==> src/rtl/fcd_pkg.sv <==
// Constants, field layouts and types of the command word decoder.
// Assumes a single 20 MHz system clock and an AXI4-Lite register master.
package fcd_pkg;
   localparam int unsigned CLK_HZ      = 20_000_000;
   localparam int unsigned BAUD        = 300;
   localparam int unsigned OVERSAMPLE  = 16;
   localparam int unsigned TICK_CYCLES = CLK_HZ / (BAUD * OVERSAMPLE);
   localparam int unsigned LINE_FAIL_S = 54;
   localparam longint unsigned LINE_FAIL_CYCLES =
      64'(LINE_FAIL_S) * 64'(CLK_HZ);

   localparam int unsigned AXI_AW     = 8;
   localparam logic [7:0] ADDR_CTRL   = 8'h00;
   localparam logic [7:0] ADDR_STATUS = 8'h04;
   localparam logic [7:0] ADDR_TXWORD = 8'h08;
   localparam logic [1:0] RESP_OKAY   = 2'h0;
   localparam logic [1:0] RESP_SLVERR = 2'h2;

   localparam logic [3:0] SAMPLE_POINT = 4'h7;
   localparam logic [3:0] RX_LAST_BIT  = 4'ha;
   localparam logic [3:0] TX_LAST_BIT  = 4'ha;
   localparam logic [3:0] SEQ_SEND     = 4'h3;
   localparam logic [3:0] SEQ_HALT     = 4'h8;
   localparam logic [1:0] TX_REPEATS   = 2'h2;
   localparam int unsigned W_CHG       = 5;
   localparam int unsigned N_CHAN      = 6;
   localparam int unsigned N_LINES     = 8;

   typedef struct packed {
      logic spare;
      logic talk;
      logic squelch;
      logic intercom;
   } fcd_fac_s;

   typedef struct packed {
      logic [2:0] shared_output_selector;
      logic       function_polarity_select;
      logic       channel_polarity_select;
   } fcd_ctrl_s;
   localparam fcd_ctrl_s CTRL_RST = 5'h00;

   typedef struct packed {
      logic       key_tone;
      logic       tone_lock;
      logic       line_fail;
      logic [3:0] seq;
      logic       burst;
      logic       chg_flag;
      logic [2:0] chan;
      fcd_fac_s   fac;
   } fcd_status_s;

   typedef enum logic {RX_IDLE = 1'b0, RX_RUN = 1'b1} fcd_rx_e;
   typedef enum logic {TX_IDLE = 1'b0, TX_RUN = 1'b1} fcd_tx_e;
endpackage : fcd_pkg

==> src/rtl/fcd_decoder.sv <==
// Serial command burst decoder with facility, channel and reply logic.
// Assumes raw pins on inputs, sys_clk at 20 MHz and an AXI4-Lite master.
// Functional notes
// - Burst is two words, second repeats first.
// - Word: start, eight data, parity, stop.
// - Upper nibble low: low bits drive facilities.
// - Bit five alone high means channel change.
// - Serial data reaches receiver only under lock.
// - Receiver blocked while reply is transmitted.
// - Receiver raises data-available flag per word.
// - Flag cleared half a tick later.
// - Valid word: no errors, check bits low.
// - First word stores nibble, toggles burst state.
// - Second word must match before output update.
// - Intercom, squelch defeat, talkthrough, spare outputs.
// - Talkthrough facility bit needs tone lock.
// - Line fail forces talkthrough on unless squelch defeat is set.
// - Squelch defeat suppresses talkthrough.
// - Line intercom inhibits transmitter keying.
// - Reply nibble: facilities, or received channel bits.
// - Reply bits 4,6,7 low; bit 5 change.
// - First word holds counter; second releases it.
// - Count three sends reply word twice.
// - Counter halts at eight.
// - Matched channel word latches channel, sets flag.
// - Valid word or key tone restarts timer.
// - Silence for 54 seconds asserts line fail.
//
// Decided for this implementation: register access over AXI4-Lite and the register offsets.
`timescale 1ns/1ps
module fcd_decoder #(
   parameter int unsigned     TICK_DIV    = fcd_pkg::TICK_CYCLES,
   parameter longint unsigned FAIL_CYCLES = fcd_pkg::LINE_FAIL_CYCLES
) (
   input  wire logic              sys_clk,
   input  wire logic              srst,
   input  wire logic              fsk_data_in,
   input  wire logic              fsk_lock,
   input  wire logic              tone_lock,
   input  wire logic              key_tone,
   output logic                   tx_serial_out,
   output logic                   tx_load_n,
   output logic                   talkthrough_out,
   output logic                   squelch_defeat_out,
   output logic                   line_intercom_out,
   output logic                   tx_inhibit,
   output logic                   spare_out,
   output logic                   line_fail_out,
   output logic                   burst_valid_indicator,
   output logic [7:0]             channel_lines,
   output logic                   shared_out,
   input  wire logic [7:0]        s_axi_awaddr,
   input  wire logic              s_axi_awvalid,
   output logic                   s_axi_awready,
   input  wire logic [31:0]       s_axi_wdata,
   input  wire logic [3:0]        s_axi_wstrb,
   input  wire logic              s_axi_wvalid,
   output logic                   s_axi_wready,
   output logic [1:0]             s_axi_bresp,
   output logic                   s_axi_bvalid,
   input  wire logic              s_axi_bready,
   input  wire logic [7:0]        s_axi_araddr,
   input  wire logic              s_axi_arvalid,
   output logic                   s_axi_arready,
   output logic [31:0]            s_axi_rdata,
   output logic [1:0]             s_axi_rresp,
   output logic                   s_axi_rvalid,
   input  wire logic              s_axi_rready
);
   import fcd_pkg::*;

   if (TICK_DIV < 4) begin : g_bad_tick
      $error("TICK_DIV must be at least 4");
   end
   if (FAIL_CYCLES < 2 || FAIL_CYCLES > 64'hffff_ffff) begin : g_bad_fail
      $error("FAIL_CYCLES must fit 32 bits");
   end

   localparam logic [31:0] TICK_LAST = 32'(TICK_DIV - 1);
   localparam logic [31:0] HALF_TICK = 32'(TICK_DIV / 2);
   localparam logic [31:0] FAIL_LAST = 32'(FAIL_CYCLES - 1);

   // Pin inputs: data, lock, tone lock, key tone.
   logic [3:0] in_meta;
   logic [3:0] in_sync;
   always_ff @(posedge sys_clk) begin
      in_meta <= {key_tone, tone_lock, fsk_lock, fsk_data_in};
      in_sync <= in_meta;
   end
   wire data_s = in_sync[0];
   wire lock_s = in_sync[1];
   wire tone_s = in_sync[2];
   wire key_s  = in_sync[3];

   // Oversample tick and bit-rate enable.
   logic [31:0] tick_cnt;
   logic [3:0]  os_cnt;
   logic        tick;
   always_ff @(posedge sys_clk) begin
      if (srst) begin
         tick_cnt <= '0;
         tick     <= 1'b0;
         os_cnt   <= '0;
      end else begin
         tick     <= (tick_cnt == TICK_LAST);
         tick_cnt <= (tick_cnt == TICK_LAST) ? '0 : tick_cnt + 32'h1;
         if (tick) begin
            os_cnt <= os_cnt + 4'h1;
         end
      end
   end
   wire bit_tick = tick && (os_cnt == 4'hf);

   fcd_tx_e tx_st;
   logic [1:0] tx_pend;
   wire tx_busy = (tx_st == TX_RUN) || (tx_pend != 2'h0);

   // The receiver line idles high when unlocked or while replying.
   wire rx_in = data_s | ~lock_s | tx_busy;

   fcd_rx_e    rx_st;
   logic [3:0] rx_os;
   logic [3:0] rx_bit;
   logic [9:0] rx_sh;
   logic [9:0] rx_word;
   logic       dav;
   logic       dav_clr;
   logic [31:0] half_cnt;

   always_ff @(posedge sys_clk) begin
      if (srst) begin
         rx_st   <= RX_IDLE;
         rx_os   <= '0;
         rx_bit  <= '0;
         rx_sh   <= '0;
         rx_word <= '0;
         dav     <= 1'b0;
      end else begin
         if (dav_clr) begin
            dav <= 1'b0;
         end
         if (tick) begin
            case (rx_st)
               RX_IDLE: begin
                  if (!rx_in) begin
                     rx_st  <= RX_RUN;
                     rx_os  <= '0;
                     rx_bit <= '0;
                  end
               end
               RX_RUN: begin
                  rx_os <= rx_os + 4'h1;
                  if (rx_os == SAMPLE_POINT) begin
                     if (rx_bit == 4'h0 && rx_in) begin
                        rx_st <= RX_IDLE;
                     end else begin
                        rx_sh  <= {rx_in, rx_sh[9:1]};
                        rx_bit <= rx_bit + 4'h1;
                        if (rx_bit == RX_LAST_BIT) begin
                           rx_st   <= RX_IDLE;
                           rx_word <= {rx_in, rx_sh[9:1]};
                           dav     <= 1'b1;
                        end
                     end
                  end
               end
               default: rx_st <= RX_IDLE;
            endcase
         end
      end
   end

   // Flag reset comes half a tick period after the flag rises.
   always_ff @(posedge sys_clk) begin
      if (srst || !dav) begin
         half_cnt <= '0;
         dav_clr  <= 1'b0;
      end else begin
         dav_clr <= (half_cnt == HALF_TICK - 32'h1);
         if (half_cnt != HALF_TICK) begin
            half_cnt <= half_cnt + 32'h1;
         end
      end
   end

   wire [7:0] rx_data           = rx_word[7:0];
   wire       framing_error_flag = ~rx_word[9];
   wire       parity_error_flag  = ~(^rx_word[8:0]);
   wire       checks_low = ~rx_data[4] & ~rx_data[6] & ~rx_data[7];
   wire       word_ok    = ~framing_error_flag & ~parity_error_flag & checks_low;
   wire       word_valid = dav_clr & word_ok;
   wire [3:0] low_nibble_bits = rx_data[3:0];
   wire       is_chg = rx_data[W_CHG];

   logic       burst;
   logic [3:0] stored;
   fcd_fac_s   fac;
   logic       chg_flag;
   logic [2:0] chan;
   wire        nib_match = (stored == low_nibble_bits);

   always_ff @(posedge sys_clk) begin
      if (srst) begin
         burst    <= 1'b0;
         stored   <= '0;
         fac      <= '0;
         chg_flag <= 1'b0;
         chan     <= '0;
      end else if (word_valid) begin
         burst <= ~burst;
         if (!burst) begin
            stored <= low_nibble_bits;
         end else if (nib_match) begin
            if (is_chg) begin
               chan     <= low_nibble_bits[2:0];
               chg_flag <= 1'b1;
            end else begin
               fac      <= fcd_fac_s'(low_nibble_bits);
               chg_flag <= 1'b0;
            end
         end
      end
   end

   // Reply sequence counter.
   logic [3:0] seq;
   logic       seq_hold;
   always_ff @(posedge sys_clk) begin
      if (srst) begin
         seq      <= SEQ_HALT;
         seq_hold <= 1'b0;
      end else if (word_valid) begin
         if (!burst) begin
            seq      <= '0;
            seq_hold <= 1'b1;
         end else begin
            seq_hold <= 1'b0;
         end
      end else if (bit_tick && !seq_hold && seq != SEQ_HALT) begin
         seq <= seq + 4'h1;
      end
   end
   wire send_go = bit_tick && !seq_hold && !word_valid && (seq == SEQ_SEND - 4'h1);

   wire [3:0] reply_nib = chg_flag ? low_nibble_bits : fac;
   wire       channel_change_flag_bit = chg_flag;
   wire [7:0] tx_word = {2'b00, channel_change_flag_bit, 1'b0, reply_nib};

   logic [9:0] tx_sh;
   logic [3:0] tx_cnt;
   logic       tx_out;
   always_ff @(posedge sys_clk) begin
      if (srst) begin
         tx_st     <= TX_IDLE;
         tx_pend   <= '0;
         tx_sh     <= '1;
         tx_cnt    <= '0;
         tx_out    <= 1'b1;
         tx_load_n <= 1'b1;
      end else begin
         tx_load_n <= 1'b1;
         if (send_go) begin
            tx_pend <= TX_REPEATS;
         end
         case (tx_st)
            TX_IDLE: begin
               if (bit_tick && tx_pend != 2'h0 && !send_go) begin
                  tx_load_n <= 1'b0;
                  tx_pend   <= tx_pend - 2'h1;
                  tx_st     <= TX_RUN;
                  tx_out    <= 1'b0;
                  tx_sh     <= {1'b1, ~(^tx_word), tx_word};
                  tx_cnt    <= '0;
               end
            end
            TX_RUN: begin
               if (bit_tick) begin
                  if (tx_cnt == TX_LAST_BIT - 4'h1 + 4'h1) begin
                     tx_st <= TX_IDLE;
                  end else begin
                     tx_out <= tx_sh[0];
                     tx_sh  <= {1'b1, tx_sh[9:1]};
                     tx_cnt <= tx_cnt + 4'h1;
                  end
               end
            end
            default: tx_st <= TX_IDLE;
         endcase
      end
   end

   // Line-fail timer.
   logic [31:0] lf_cnt;
   logic        line_fail;
   always_ff @(posedge sys_clk) begin
      if (srst || word_valid || key_s) begin
         lf_cnt    <= '0;
         line_fail <= 1'b0;
      end else if (!line_fail) begin
         if (lf_cnt == FAIL_LAST) begin
            line_fail <= 1'b1;
         end else begin
            lf_cnt <= lf_cnt + 32'h1;
         end
      end
   end

   fcd_ctrl_s ctrl;
   wire [7:0] next_lines;
   for (genvar i = 0; i < N_LINES; i++) begin : g_line
      localparam logic [2:0] CODE = 3'(i + 1);
      wire pol = (i < N_CHAN) ? ctrl.channel_polarity_select
                              : ctrl.function_polarity_select;
      assign next_lines[i] = (chan == CODE) ^ pol;
   end
   wire next_talk = ((fac.talk & tone_s) | line_fail) & ~fac.squelch;
   wire next_shared = next_lines[ctrl.shared_output_selector];

   always_ff @(posedge sys_clk) begin
      if (srst) begin
         talkthrough_out       <= 1'b0;
         squelch_defeat_out    <= 1'b0;
         line_intercom_out     <= 1'b0;
         tx_inhibit            <= 1'b0;
         spare_out             <= 1'b0;
         line_fail_out         <= 1'b0;
         burst_valid_indicator <= 1'b0;
         channel_lines         <= '0;
         shared_out            <= 1'b0;
         tx_serial_out         <= 1'b1;
      end else begin
         talkthrough_out       <= next_talk;
         squelch_defeat_out    <= fac.squelch;
         line_intercom_out     <= fac.intercom;
         tx_inhibit            <= fac.intercom;
         spare_out             <= fac.spare;
         line_fail_out         <= line_fail;
         burst_valid_indicator <= word_valid;
         channel_lines         <= next_lines;
         shared_out            <= next_shared;
         tx_serial_out         <= tx_out;
      end
   end

   // AXI4-Lite slave.
   logic [7:0]  aw_q;
   logic [31:0] w_q;
   logic [3:0]  ws_q;
   logic        aw_got;
   logic        w_got;
   wire fcd_status_s status = {key_s, tone_s, line_fail, seq, burst,
                               chg_flag, chan, fac};
   wire        wr_go   = aw_got && w_got && !s_axi_bvalid;
   wire        wr_ctrl = (aw_q == ADDR_CTRL);
   wire        wr_ok   = wr_ctrl || aw_q == ADDR_STATUS || aw_q == ADDR_TXWORD;
   wire        rd_ok   = s_axi_araddr == ADDR_CTRL || s_axi_araddr == ADDR_STATUS
                         || s_axi_araddr == ADDR_TXWORD;
   wire [31:0] rd_val  = (s_axi_araddr == ADDR_CTRL)   ? 32'(ctrl) :
                         (s_axi_araddr == ADDR_STATUS) ? 32'(status) :
                         (s_axi_araddr == ADDR_TXWORD) ? 32'(tx_word) : 32'h0;

   always_ff @(posedge sys_clk) begin
      if (srst) begin
         s_axi_awready <= 1'b0;
         s_axi_wready  <= 1'b0;
         s_axi_bvalid  <= 1'b0;
         s_axi_bresp   <= RESP_OKAY;
         aw_got        <= 1'b0;
         w_got         <= 1'b0;
         aw_q          <= '0;
         w_q           <= '0;
         ws_q          <= '0;
         ctrl          <= CTRL_RST;
      end else begin
         if (s_axi_awvalid && s_axi_awready) begin
            aw_got        <= 1'b1;
            aw_q          <= s_axi_awaddr;
            s_axi_awready <= 1'b0;
         end else if (!aw_got && !s_axi_bvalid) begin
            s_axi_awready <= 1'b1;
         end
         if (s_axi_wvalid && s_axi_wready) begin
            w_got        <= 1'b1;
            w_q          <= s_axi_wdata;
            ws_q         <= s_axi_wstrb;
            s_axi_wready <= 1'b0;
         end else if (!w_got && !s_axi_bvalid) begin
            s_axi_wready <= 1'b1;
         end
         if (wr_go) begin
            s_axi_bvalid <= 1'b1;
            s_axi_bresp  <= wr_ok ? RESP_OKAY : RESP_SLVERR;
            if (wr_ctrl && ws_q[0]) begin
               ctrl <= fcd_ctrl_s'(w_q[4:0]);
            end
         end
         if (s_axi_bvalid && s_axi_bready) begin
            s_axi_bvalid <= 1'b0;
            aw_got       <= 1'b0;
            w_got        <= 1'b0;
         end
      end
   end

   always_ff @(posedge sys_clk) begin
      if (srst) begin
         s_axi_arready <= 1'b0;
         s_axi_rvalid  <= 1'b0;
         s_axi_rdata   <= '0;
         s_axi_rresp   <= RESP_OKAY;
      end else if (s_axi_arvalid && s_axi_arready) begin
         s_axi_arready <= 1'b0;
         s_axi_rvalid  <= 1'b1;
         s_axi_rdata   <= rd_val;
         s_axi_rresp   <= rd_ok ? RESP_OKAY : RESP_SLVERR;
      end else if (s_axi_rvalid && s_axi_rready) begin
         s_axi_rvalid <= 1'b0;
      end else if (!s_axi_rvalid) begin
         s_axi_arready <= 1'b1;
      end
   end
endmodule : fcd_decoder

==> config.mk <==
export PLATFORM = sky130hd
export DESIGN_NAME = fcd_decoder
export DESIGN_NICKNAME = d
export VERILOG_FILES = /design/src/rtl/fcd_pkg.sv /design/src/rtl/fcd_decoder.sv
export SDC_FILE = /design/constraint.sdc
export NUM_CORES = 1
export LEC_CHECK = 0
export ABC_CLOCK_PERIOD_IN_PS = 2370
export BUFFER_PORTS_ARGS = -buffer_cell sky130_fd_sc_hd__buf_4
export CAP_MARGIN = 20
export CELL_PAD_IN_SITES_DETAIL_PLACEMENT = 2
export CELL_PAD_IN_SITES_GLOBAL_PLACEMENT = 2
export CORE_ASPECT_RATIO = 1.1
export CORE_MARGIN = 5
export CORE_UTILIZATION = 32
export DETAILED_ROUTE_END_ITERATION = 8
export GPL_TIMING_DRIVEN = 0
export PLACE_DENSITY_LB_ADDON = 0.08
export SLEW_MARGIN = 10
export SYNTH_ARGS = -nofsm -noshare
export SYNTH_HDL_FRONTEND = slang
export SYNTH_SLANG_ARGS = --single-unit
==> constraint.sdc <==
create_clock -name sys_clk -period 2.37 [get_ports sys_clk]
set_clock_uncertainty 0.15 [all_clocks]
set_input_delay 0.237 -clock sys_clk [delete_from_list [all_inputs] [get_ports sys_clk]]
set_output_delay 0.237 -clock sys_clk [all_outputs]
set_load 0.02 [all_outputs]
# After elaboration in Yosys (flattened, before gate mapping)
# Cells that the tools add are included.
[op_classes] addsub=9 order_cmp=1 n_eq_ne=29 n_mux=53 bitwise=33 reduce_logical=61
[op_table] op="32-bit by 1-bit adder with 32-bit output (second input constant)" count=3
[op_table] op="4-bit 2-to-1 mux" count=10
[op_table] op="32-bit by 12-bit == test with 1-bit output (second input constant)" count=1
[op_table] op="32-bit by 13-bit == test with 1-bit output (second input constant)" count=1
[op_table] op="32-bit by 31-bit == test with 1-bit output (second input constant)" count=1
[op_table] op="16-bit 2-to-1 mux" count=2
[op_table] op="32-bit by 12-bit != test with 1-bit output (second input constant)" count=1
[op_table] op="10-bit 2-to-1 mux" count=3
[op_table] op="1-bit 2-to-1 mux" count=24
[op_table] op="4-bit one-hot mux with 2 select lines" count=3
[op_table] op="4-bit by 1-bit adder with 4-bit output (second input constant)" count=5
[op_table] op="10-bit one-hot mux with 2 select lines" count=1
[op_table] op="1-bit logical AND" count=18
[op_table] op="8-bit by 3-bit == test with 1-bit output (second input constant)" count=2
[op_table] op="8-bit by 4-bit == test with 1-bit output (second input constant)" count=2
[op_table] op="8-bit logical NOT" count=2
[op_table] op="4-bit AND reduction" count=4
[op_table] op="1-bit inverter" count=15
[op_table] op="3-bit == test (second input constant)" count=4
[op_table] op="4-bit == test (second input constant)" count=3
[op_table] op="2-bit != test (second input constant)" count=6
[op_table] op="2-bit AND reduction" count=6
[op_table] op="2-bit OR reduction" count=6
[op_table] op="2-bit 2-to-1 mux" count=5
[op_table] op="other kinds (24)" count=58
[word_totals] regBits=256 input_bits=63 out_inout_bits=59 wordCells=242

# Depth between registers and ports, before layout
# Gate-level depths: netlist of the first run.
[logic_depth] depth_word=12 ltp_mapped=9 depth_no_buf=8

# Least setup slack after synthesis of the first run
# OpenSTA, ideal clock, no wires.
[synth_timing] path_type="reg2reg" from="register rx_word[3]" to="register chan[0]" setup_ns=0.128 arrival_time_ns=2.017 required_ns=2.092 path_slack_ns=0.075 path_stages_with_launch=8 n_path_buf=1 synth_period_minus_slack_ns=2.295 path_cell_list="dfxtp_1 xor2_1 xnor3_1 xnor2_4 or4_1 buf_2 mux2i_1 nor2_1"
[synth_between] elab_chain_cells=5 word_cells_on_any_way=6 classes_between="eq/ne: 1; bitwise: 3; reduce/logical: 2"
[synth_rtl] element="from (decl)" line_no="fcd_decoder.sv:125" rtl="logic [9:0] rx_word;"
[synth_rtl] element="from (signal assigned)" line_no="fcd_decoder.sv:161" rtl="rx_word <= {rx_in, rx_sh[9:1]};"
[synth_rtl] element="9-bit parity" line_no="fcd_decoder.sv:188" rtl="wire parity_error_flag = ~(^rx_word[8:0]);"
[synth_rtl] element="1-bit bitwise AND (2 in a row)" line_no="fcd_decoder.sv:190" rtl="wire word_ok = ~framing_error_flag & ~parity_error_flag & checks_low;"
[synth_rtl] element="1-bit bitwise AND" line_no="fcd_decoder.sv:191" rtl="wire word_valid = dav_clr & word_ok;"
[synth_rtl] element="4-bit AND reduction (no line) (*)"
[synth_rtl] element="to (signal assigned)" line_no="fcd_decoder.sv:215" rtl="chan <= low_nibble_bits[2:0];"
[synth_rtl] element="to (decl)" line_no="fcd_decoder.sv:199" rtl="logic [2:0] chan;"
# Every way passes the cells marked *; elsewhere a longest branch is shown, timed or not.
# A chain may end at the register's enable or synchronous reset.

# Final worst setup path of the first run
[layout_timing] from="register rx_word[6]" to="register chan[2]"
[layout_between] elab_chain_cells=6 word_cells_on_any_way=8 classes_between="bitwise: 6; reduce/logical: 2"
[layout_rtl] element="branches (longest 3 deep; another with 9-bit parity)"
[layout_rtl] element="1-bit bitwise AND (*)" line_no="fcd_decoder.sv:190"
[layout_rtl] element="1-bit bitwise AND (*)" line_no="fcd_decoder.sv:191"
[layout_rtl] element="4-bit AND reduction (no line) (*)"
# Mark *: on every way between the ends.

==> results of run 1 <==
-- worst reg2reg max path, cell delays in order, from the launching register on --
cell and delay (ns):
dfxtp_2 0.34, xnor2_2 0.16, xnor3_2 0.49, xnor2_4 0.20
or4_4 0.50, buf_6 0.15, mux2i_1 0.15, nor2_1 0.06
-- cells in the mapped netlist (all sizes together), types with 5 or more instances --
library cell / instances
o22ai: 5
nand2: 77
ha: 16
nor3: 42
xnor2: 66
clkbuf: 43
inv: 37
nor3b: 5
xor2: 47
nor2: 176
nor2b: 11
or3: 12
a22oi: 5
a22o: 9
and2: 7
o21ai: 24
mux2i: 44
nand4: 32
and4: 14
buf: 39
nor4: 29
nor4b: 10
a211oi: 7
dfxtp: 235
a21oi: 67
or2: 7
nand3b: 6
and3: 17
nand3: 72
-- per-layer routing --
metal  GRT usage  vias up  share of wire
li1            -     4374              -
met4     0.03058        0          0.015
met5           0        -              0
met3     0.02348       29          0.036
met2      0.3062      104           0.50
met1      0.2084     4326           0.45
-- worst paths after layout --
check | from | endpoint | slack [ns] | depth (start not counted)
worst min-delay path | s_axi_awvalid | aw_q[1] | 0.04 | 4
worst max register to register | rx_word[6] | chan[2] | 0.04 | 7
worst max-delay path | rx_word[6] | chan[2] | 0.04 | 7
worst min register to register | in_meta[2] | in_sync[2] | 0.18 | 0
-- state kept, by name, indices dropped and copies added (netlist names), 8 cells and up --
name	cells
half_cnt	32
tick_cnt	32
lf_cnt	32
tx_sh	9
aw_q	8
rx_word	10
rx_sh	9
channel_lines	8
s_axi_rdata	16
-- layout make-up --
class                           instances  area share
Multi-Input combinational cell        856      0.4138
Buffer                                 77     0.03279
Tap cell                              426     0.04109
Clock buffer                           42     0.06742
Timing Repair Buffer                  108     0.06906
Inverter                               37     0.01071
Sequential cell                       235      0.3633
Clock inverter                          4    0.001833
-- through the flow --
stage,power [mW],worst slack (ns),hold WS (ns)
after floorplan,4.292,0.07540,0.1147
after global placement,4.425,-0.6852,0.1640
after detailed placement,4.431,-0.5008,0.1698
after CTS,8.735,0.003332,0.01708
after global routing,8.929,-0.05250,0.05657
final,8.569,0.04398,0.03980
-- kinds of logic after synthesis --
group,share of synthesized area
compound gates,0.07877
xor+xnor,0.09894
fa+ha+maj,0.01921
buf+inv,0.05319
flops,0.4515
mux,0.04227
other cells,0.0003599
simple gates,0.2558
-- report_power, final --
group / internal (mW) / switching, mW / total [mW]
combinational: 0.148 / 0.219 / 0.367
sequential: 3.99 / 0.0269 / 4.01
clock: 2.51 / 1.68 / 4.19
-- what timing repair did --
action	in CTS	in global routing
endpoints found under the setup margin	121	84
buffers inserted	1	7
gates cloned	0	0
hold endpoints to repair	34	0
pin swaps	3	8
gates resized for setup	26	22
hold buffers	29	0
==> out/qor.txt, run 1 <==
Status - completed
Chip height - 199.3 um
Area leader, netlist - dfxtp_1
# placed instances - 1707
Startpoint types - flop
Die area - 36280 um2
Count of final hold-check violations - 0
Pins over their slew limit - 0
Vias per cell - 4.948
Finished Cell Area - 12970 um2
Global route overflow - 0
CP required - 2.62 ns
Fin cells - 1785
Die W - 182.1 um
Fin nets - 1422
Root buf cell - clkbuf_16
Crit path max-delay family - XOR/XNOR gates
DRT Pass-1 Iters - 4
Share of cells above drive strength 1 - 0.1428
FFs w/ async S/R, synth - 0
Antenna viol nets, final - 0
Antenna Cells - 0
Commonest non-fill, non-tap cells in the layout - 232 x dfxtp_1, 176 x nor2_1, 98 x buf_4, 75 x nand2_1, 70 x nand3_1
Minimum clock period - 2.326 ns
Share of the core filled with cells - 0.4028
Max-Cap Viols - 0
Most common cell after layout, fill and taps aside - dfxtp_1
Post-synth design cell area - 10420 um2
WP data arrival - 2.58 ns
Drt total wl - 30.32 mm
#FFs+latches synth - 235
Sequential share of the synthesized area - 0.4515
WL/cell - 16.99 um
HP Class - in -> reg
Latest clock arrival within the worst-skew pair - 0.55 ns
Max VDD drop - 0.5309 mV
Worst-path clk slew - 0.06 ns
Final Wtd Congestion - 0.7360
Avg Inst Size Synth - 8.734 um2
Power Dens Cells - 660.6 nW/um2
Worst-margin pin slew - 0.9529 ns
Worst Path Max Fanout - 5
Synth top area cells - dfxtp_1 45%, nor2_1 6.3%, xnor2_1 5.5%
H-tree depth - 1
Global-route wire length before repair - 50.35 mm
Critical path class - reg -> reg
Sink Count - 235
Starting DRC count in detailed routing - 269
Ys flop type - dfxtp_1
Initial antenna violation count - 0
Max Freq - 0.4299 GHz
Initial Util - 0.3236
Unique masters post-synth - 61
Critical-path top delay cell - or4_4
Slew headroom - 0.3624
GRT Util Overall - 0.1660
Number of port buffers - 70
DP Wirelength - 21.29 mm
Syn-to-layout area delta - 24.50%
Placeable Area - 32200 um2
Crit path buffers/inverters - 1
Leak - 4.750 nW
Area occupied by multi-input gates - 5368 um2
Cell Area, Placed - 11560 um2
CTS max path bufs - 3
Fill cells - 3617
Fin crit share - 0.9814
CTS tree - built
Cells after Synth - 1193
Setup TNS - 0 ns
Post-synth top area share - 0.4515
Vias in the first global route - 9671
I/O pin total - 122
Synth warnings - 0
Vias - 8833
Core Rows - 69
Unrepaired setup endpoints after global routing - yes
Crit. End Element - flop
Number of flops mapped to enable cells by yosys - 0
# setup viols final - 0
Total clock buffers created by CTS - 28
Largest net degree at the start of global routing - 14
Detailed-route DRC error count - 0
Max incr delay on CP - 0.50 ns
CP cell instances - xnor2_2, xnor3_2, xnor2_4, or4_4, buf_6, mux2i_1, nor2_1
Storage element area - 4713 um2
No activity file was read; power rests on OpenSTA's default activity.
==> run 2: changes to the inputs <==
--- a/config.mk
+++ b/config.mk
@@ -5,7 +5,7 @@
 export SDC_FILE = /design/constraint.sdc
 export NUM_CORES = 1
 export LEC_CHECK = 0
-export ABC_CLOCK_PERIOD_IN_PS = 2370
+export ABC_CLOCK_PERIOD_IN_PS = 2100
 export BUFFER_PORTS_ARGS = -buffer_cell sky130_fd_sc_hd__buf_4
 export CAP_MARGIN = 20
 export CELL_PAD_IN_SITES_DETAIL_PLACEMENT = 2
==> constraint.sdc (replaced) <==
create_clock -name sys_clk -period 2.1 [get_ports sys_clk]
set_clock_uncertainty 0.15 [all_clocks]
set_input_delay 0.21 -clock sys_clk [delete_from_list [all_inputs] [get_ports sys_clk]]
set_output_delay 0.21 -clock sys_clk [all_outputs]
set_load 0.02 [all_outputs]
==> out/qor.txt, run 2 (same netlist as run 1, synthesis figures left out) <==
Status - complete, but fails checks
Violated checks - setup timing
Vias in the first global route - 9831 (+1.7%)
Fin cells - 1819 (+1.9%)
Core Rows - 69 (unchanged)
Leak - 5.102 nW (+7.4%)
Share of cells above drive strength 1 - 0.2268 (+0.08410)
Fin nets - 1452 (+2.1%)
CTS tree - built
Latest clock arrival within the worst-skew pair - 0.55 ns (about the same)
CTS max path bufs - 3 (unchanged)
Fin crit share - 1.103 (+0.1218)
Worst Hold Launch - srst
Global-route wire length before repair - 51.86 mm (+3.0%)
Hold path depth - 5 (+1)
Count of final hold-check violations - 0 (unchanged)
Hold WS - 0.04667 ns (+0.006869 ns)
Max Freq - 0.4316 GHz (+0.40%)
Syn-to-layout area delta - 32.58%
Pins over their slew limit - 0 (unchanged)
Reg2reg end - tx_cnt[3]
Worst Path Max Fanout - 5 (unchanged)
Sink Count - 235 (unchanged)
Critical path class - reg -> reg
# placed instances - 1707 (unchanged)
Worst-margin pin slew - 0.8811 ns (-0.07186 ns)
Top Registers - half_cnt x32, lf_cnt x32, tick_cnt x32
Root buf cell - clkbuf_16
GRT Util Overall - 0.1717 (+0.005727)
Max VDD drop - 0.5246 mV (-1.2%)
Minimum clock period - 2.317 ns (-0.009264 ns)
Global route overflow - 0 (unchanged)
Commonest non-fill, non-tap cells in the layout - 216 x dfxtp_1, 151 x nor2_1, 121 x buf_4, 71 x nand2_1, 68 x nand3_1
Antenna viol nets, final - 0 (unchanged)
Startpoint types - flop
WP data arrival - 2.56 ns (-0.02 ns)
R2R depth - 8 (+1)
Unrepaired setup endpoints after global routing - yes
Drt total wl - 31.95 mm (+5.4%)
Initial antenna violation count - 0 (unchanged)
FF-to-FF Start - rx_word[6]
Largest net degree at the start of global routing - 15 (+1)
Die W - 182.1 um (unchanged)
# setup viols final - 68 (+68)
HP Class - in -> reg
PnR Total Power - 9.743 mW (+14%)
CP required - 2.35 ns (-0.27 ns)
I/O pin total - 122 (unchanged)
DRT Pass-1 Iters - 4 (unchanged)
Setup slack, reg-to-reg - -0.22 ns (-0.26 ns)
DP Wirelength - 21.26 mm (-0.11%)
Initial Util - 0.3236 (unchanged)
Detailed-route DRC error count - 0 (unchanged)
H-tree depth - 1 (unchanged)
WL/cell - 17.56 um (+3.4%)
Starting DRC count in detailed routing - 192 (-29%)
Worst hold endpoint - lf_cnt[1]
Placeable Area - 32200 um2 (unchanged)
Total clock buffers created by CTS - 29 (+3.6%)
Die area - 36280 um2 (unchanged)
Final Wtd Congestion - 0.7278 (-1.1%)
Crit. End Element - flop
Slew headroom - 0.4126 (+0.05026)
Antenna Cells - 0 (unchanged)
Chip height - 199.3 um (unchanged)
Vias - 9125 (+3.3%)
Worst-path clk slew - 0.06 ns (about the same)
Setup ws final - -0.2168 ns (-0.2607 ns)
Power Dens Cells - 705.3 nW/um2 (+6.8%)
Most common cell after layout, fill and taps aside - dfxtp_1
Number of port buffers - 70 (unchanged)
Vias per cell - 5.016 (+1.4%)
Max-Cap Viols - 0 (unchanged)
[run 2: report_power, final]
group | switching [mW] | internal, mW | total [mW]
Clock | 1.93 | 2.80 | 4.73
Combinational | 0.269 | 0.212 | 0.482
Sequential | 0.0316 | 4.50 | 4.53
Total | 2.23 | 7.51 | 9.74
[run 2: how the worst max path moves through the flow]
stage                start      endpoint  cells past startpoint
2_1_floorplan   rx_word[5]       chan[0]                      7
3_3_place_gp   half_cnt[2]  half_cnt[31]                      8
3_5_place_dp   half_cnt[2]  half_cnt[31]                      8
4_1_cts         rx_word[4]       chan[2]                      7
5_1_grt         rx_word[6]      tx_sh[2]                      8
6_report        rx_word[6]     tx_cnt[3]                      8
[run 2: final cells by class]
type,count,area (um2)
Buffer,70,444.2
Clock buffer,46,869.6
Clock inverter,5,28.78
Fill cell,3517,18390
Inverter,37,138.9
Multi-Input combinational cell,856,5778
Sequential cell,235,4743
Tap cell,426,533.0
Timing Repair Buffer,144,1279
[run 2: through the flow]
stage,util,cell area (um2),setup slack [ns],TNS [ns]
after floorplan,-,10510,-0.09121,-0.2732
after global placement,0.3591,11560,-0.5217,-53.12
after detailed placement,0.3596,11580,-0.5666,-51.65
after CTS,0.4189,13490,-0.2494,-8.838
after global routing,0.4290,13810,-0.3193,-13.76
final,0.4290,13810,-0.2168,-6.982
[run 2: layer usage]
metal | GRT usage | part of all wire | routed length (um) | up-vias
met5 | 0 | 0 | 0 | -
met4 | 0.03225 | 0.013 | 423 | 0
met3 | 0.02458 | 0.034 | 1096 | 35
met2 | 0.3167 | 0.51 | 16140 | 114
met1 | 0.2153 | 0.45 | 14280 | 4518
li1 | - | - | - | 4458
[run 2: worst max-delay path, stage by stage (launching register included)]
cell and delay (ns):
dfxtp_4 0.36, xnor2_2 0.16, xnor3_2 0.49, xnor2_4 0.17, buf_4 0.16, o2111ai_4 0.27, and2_4 0.26, buf_12 0.12
nor3_2 0.03
[run 2: timing repair]
| item | CTS | global route |
|---|---|---|
| hold buffers | 31 | 0 |
| gates cloned | 3 | 0 |
| setup endpoints to repair | 139 | 125 |
| pin swaps | 60 | 15 |
| setup buffers | 27 | 13 |
| gates resized for setup | 107 | 80 |
| endpoints found under the hold margin | 30 | 0 |
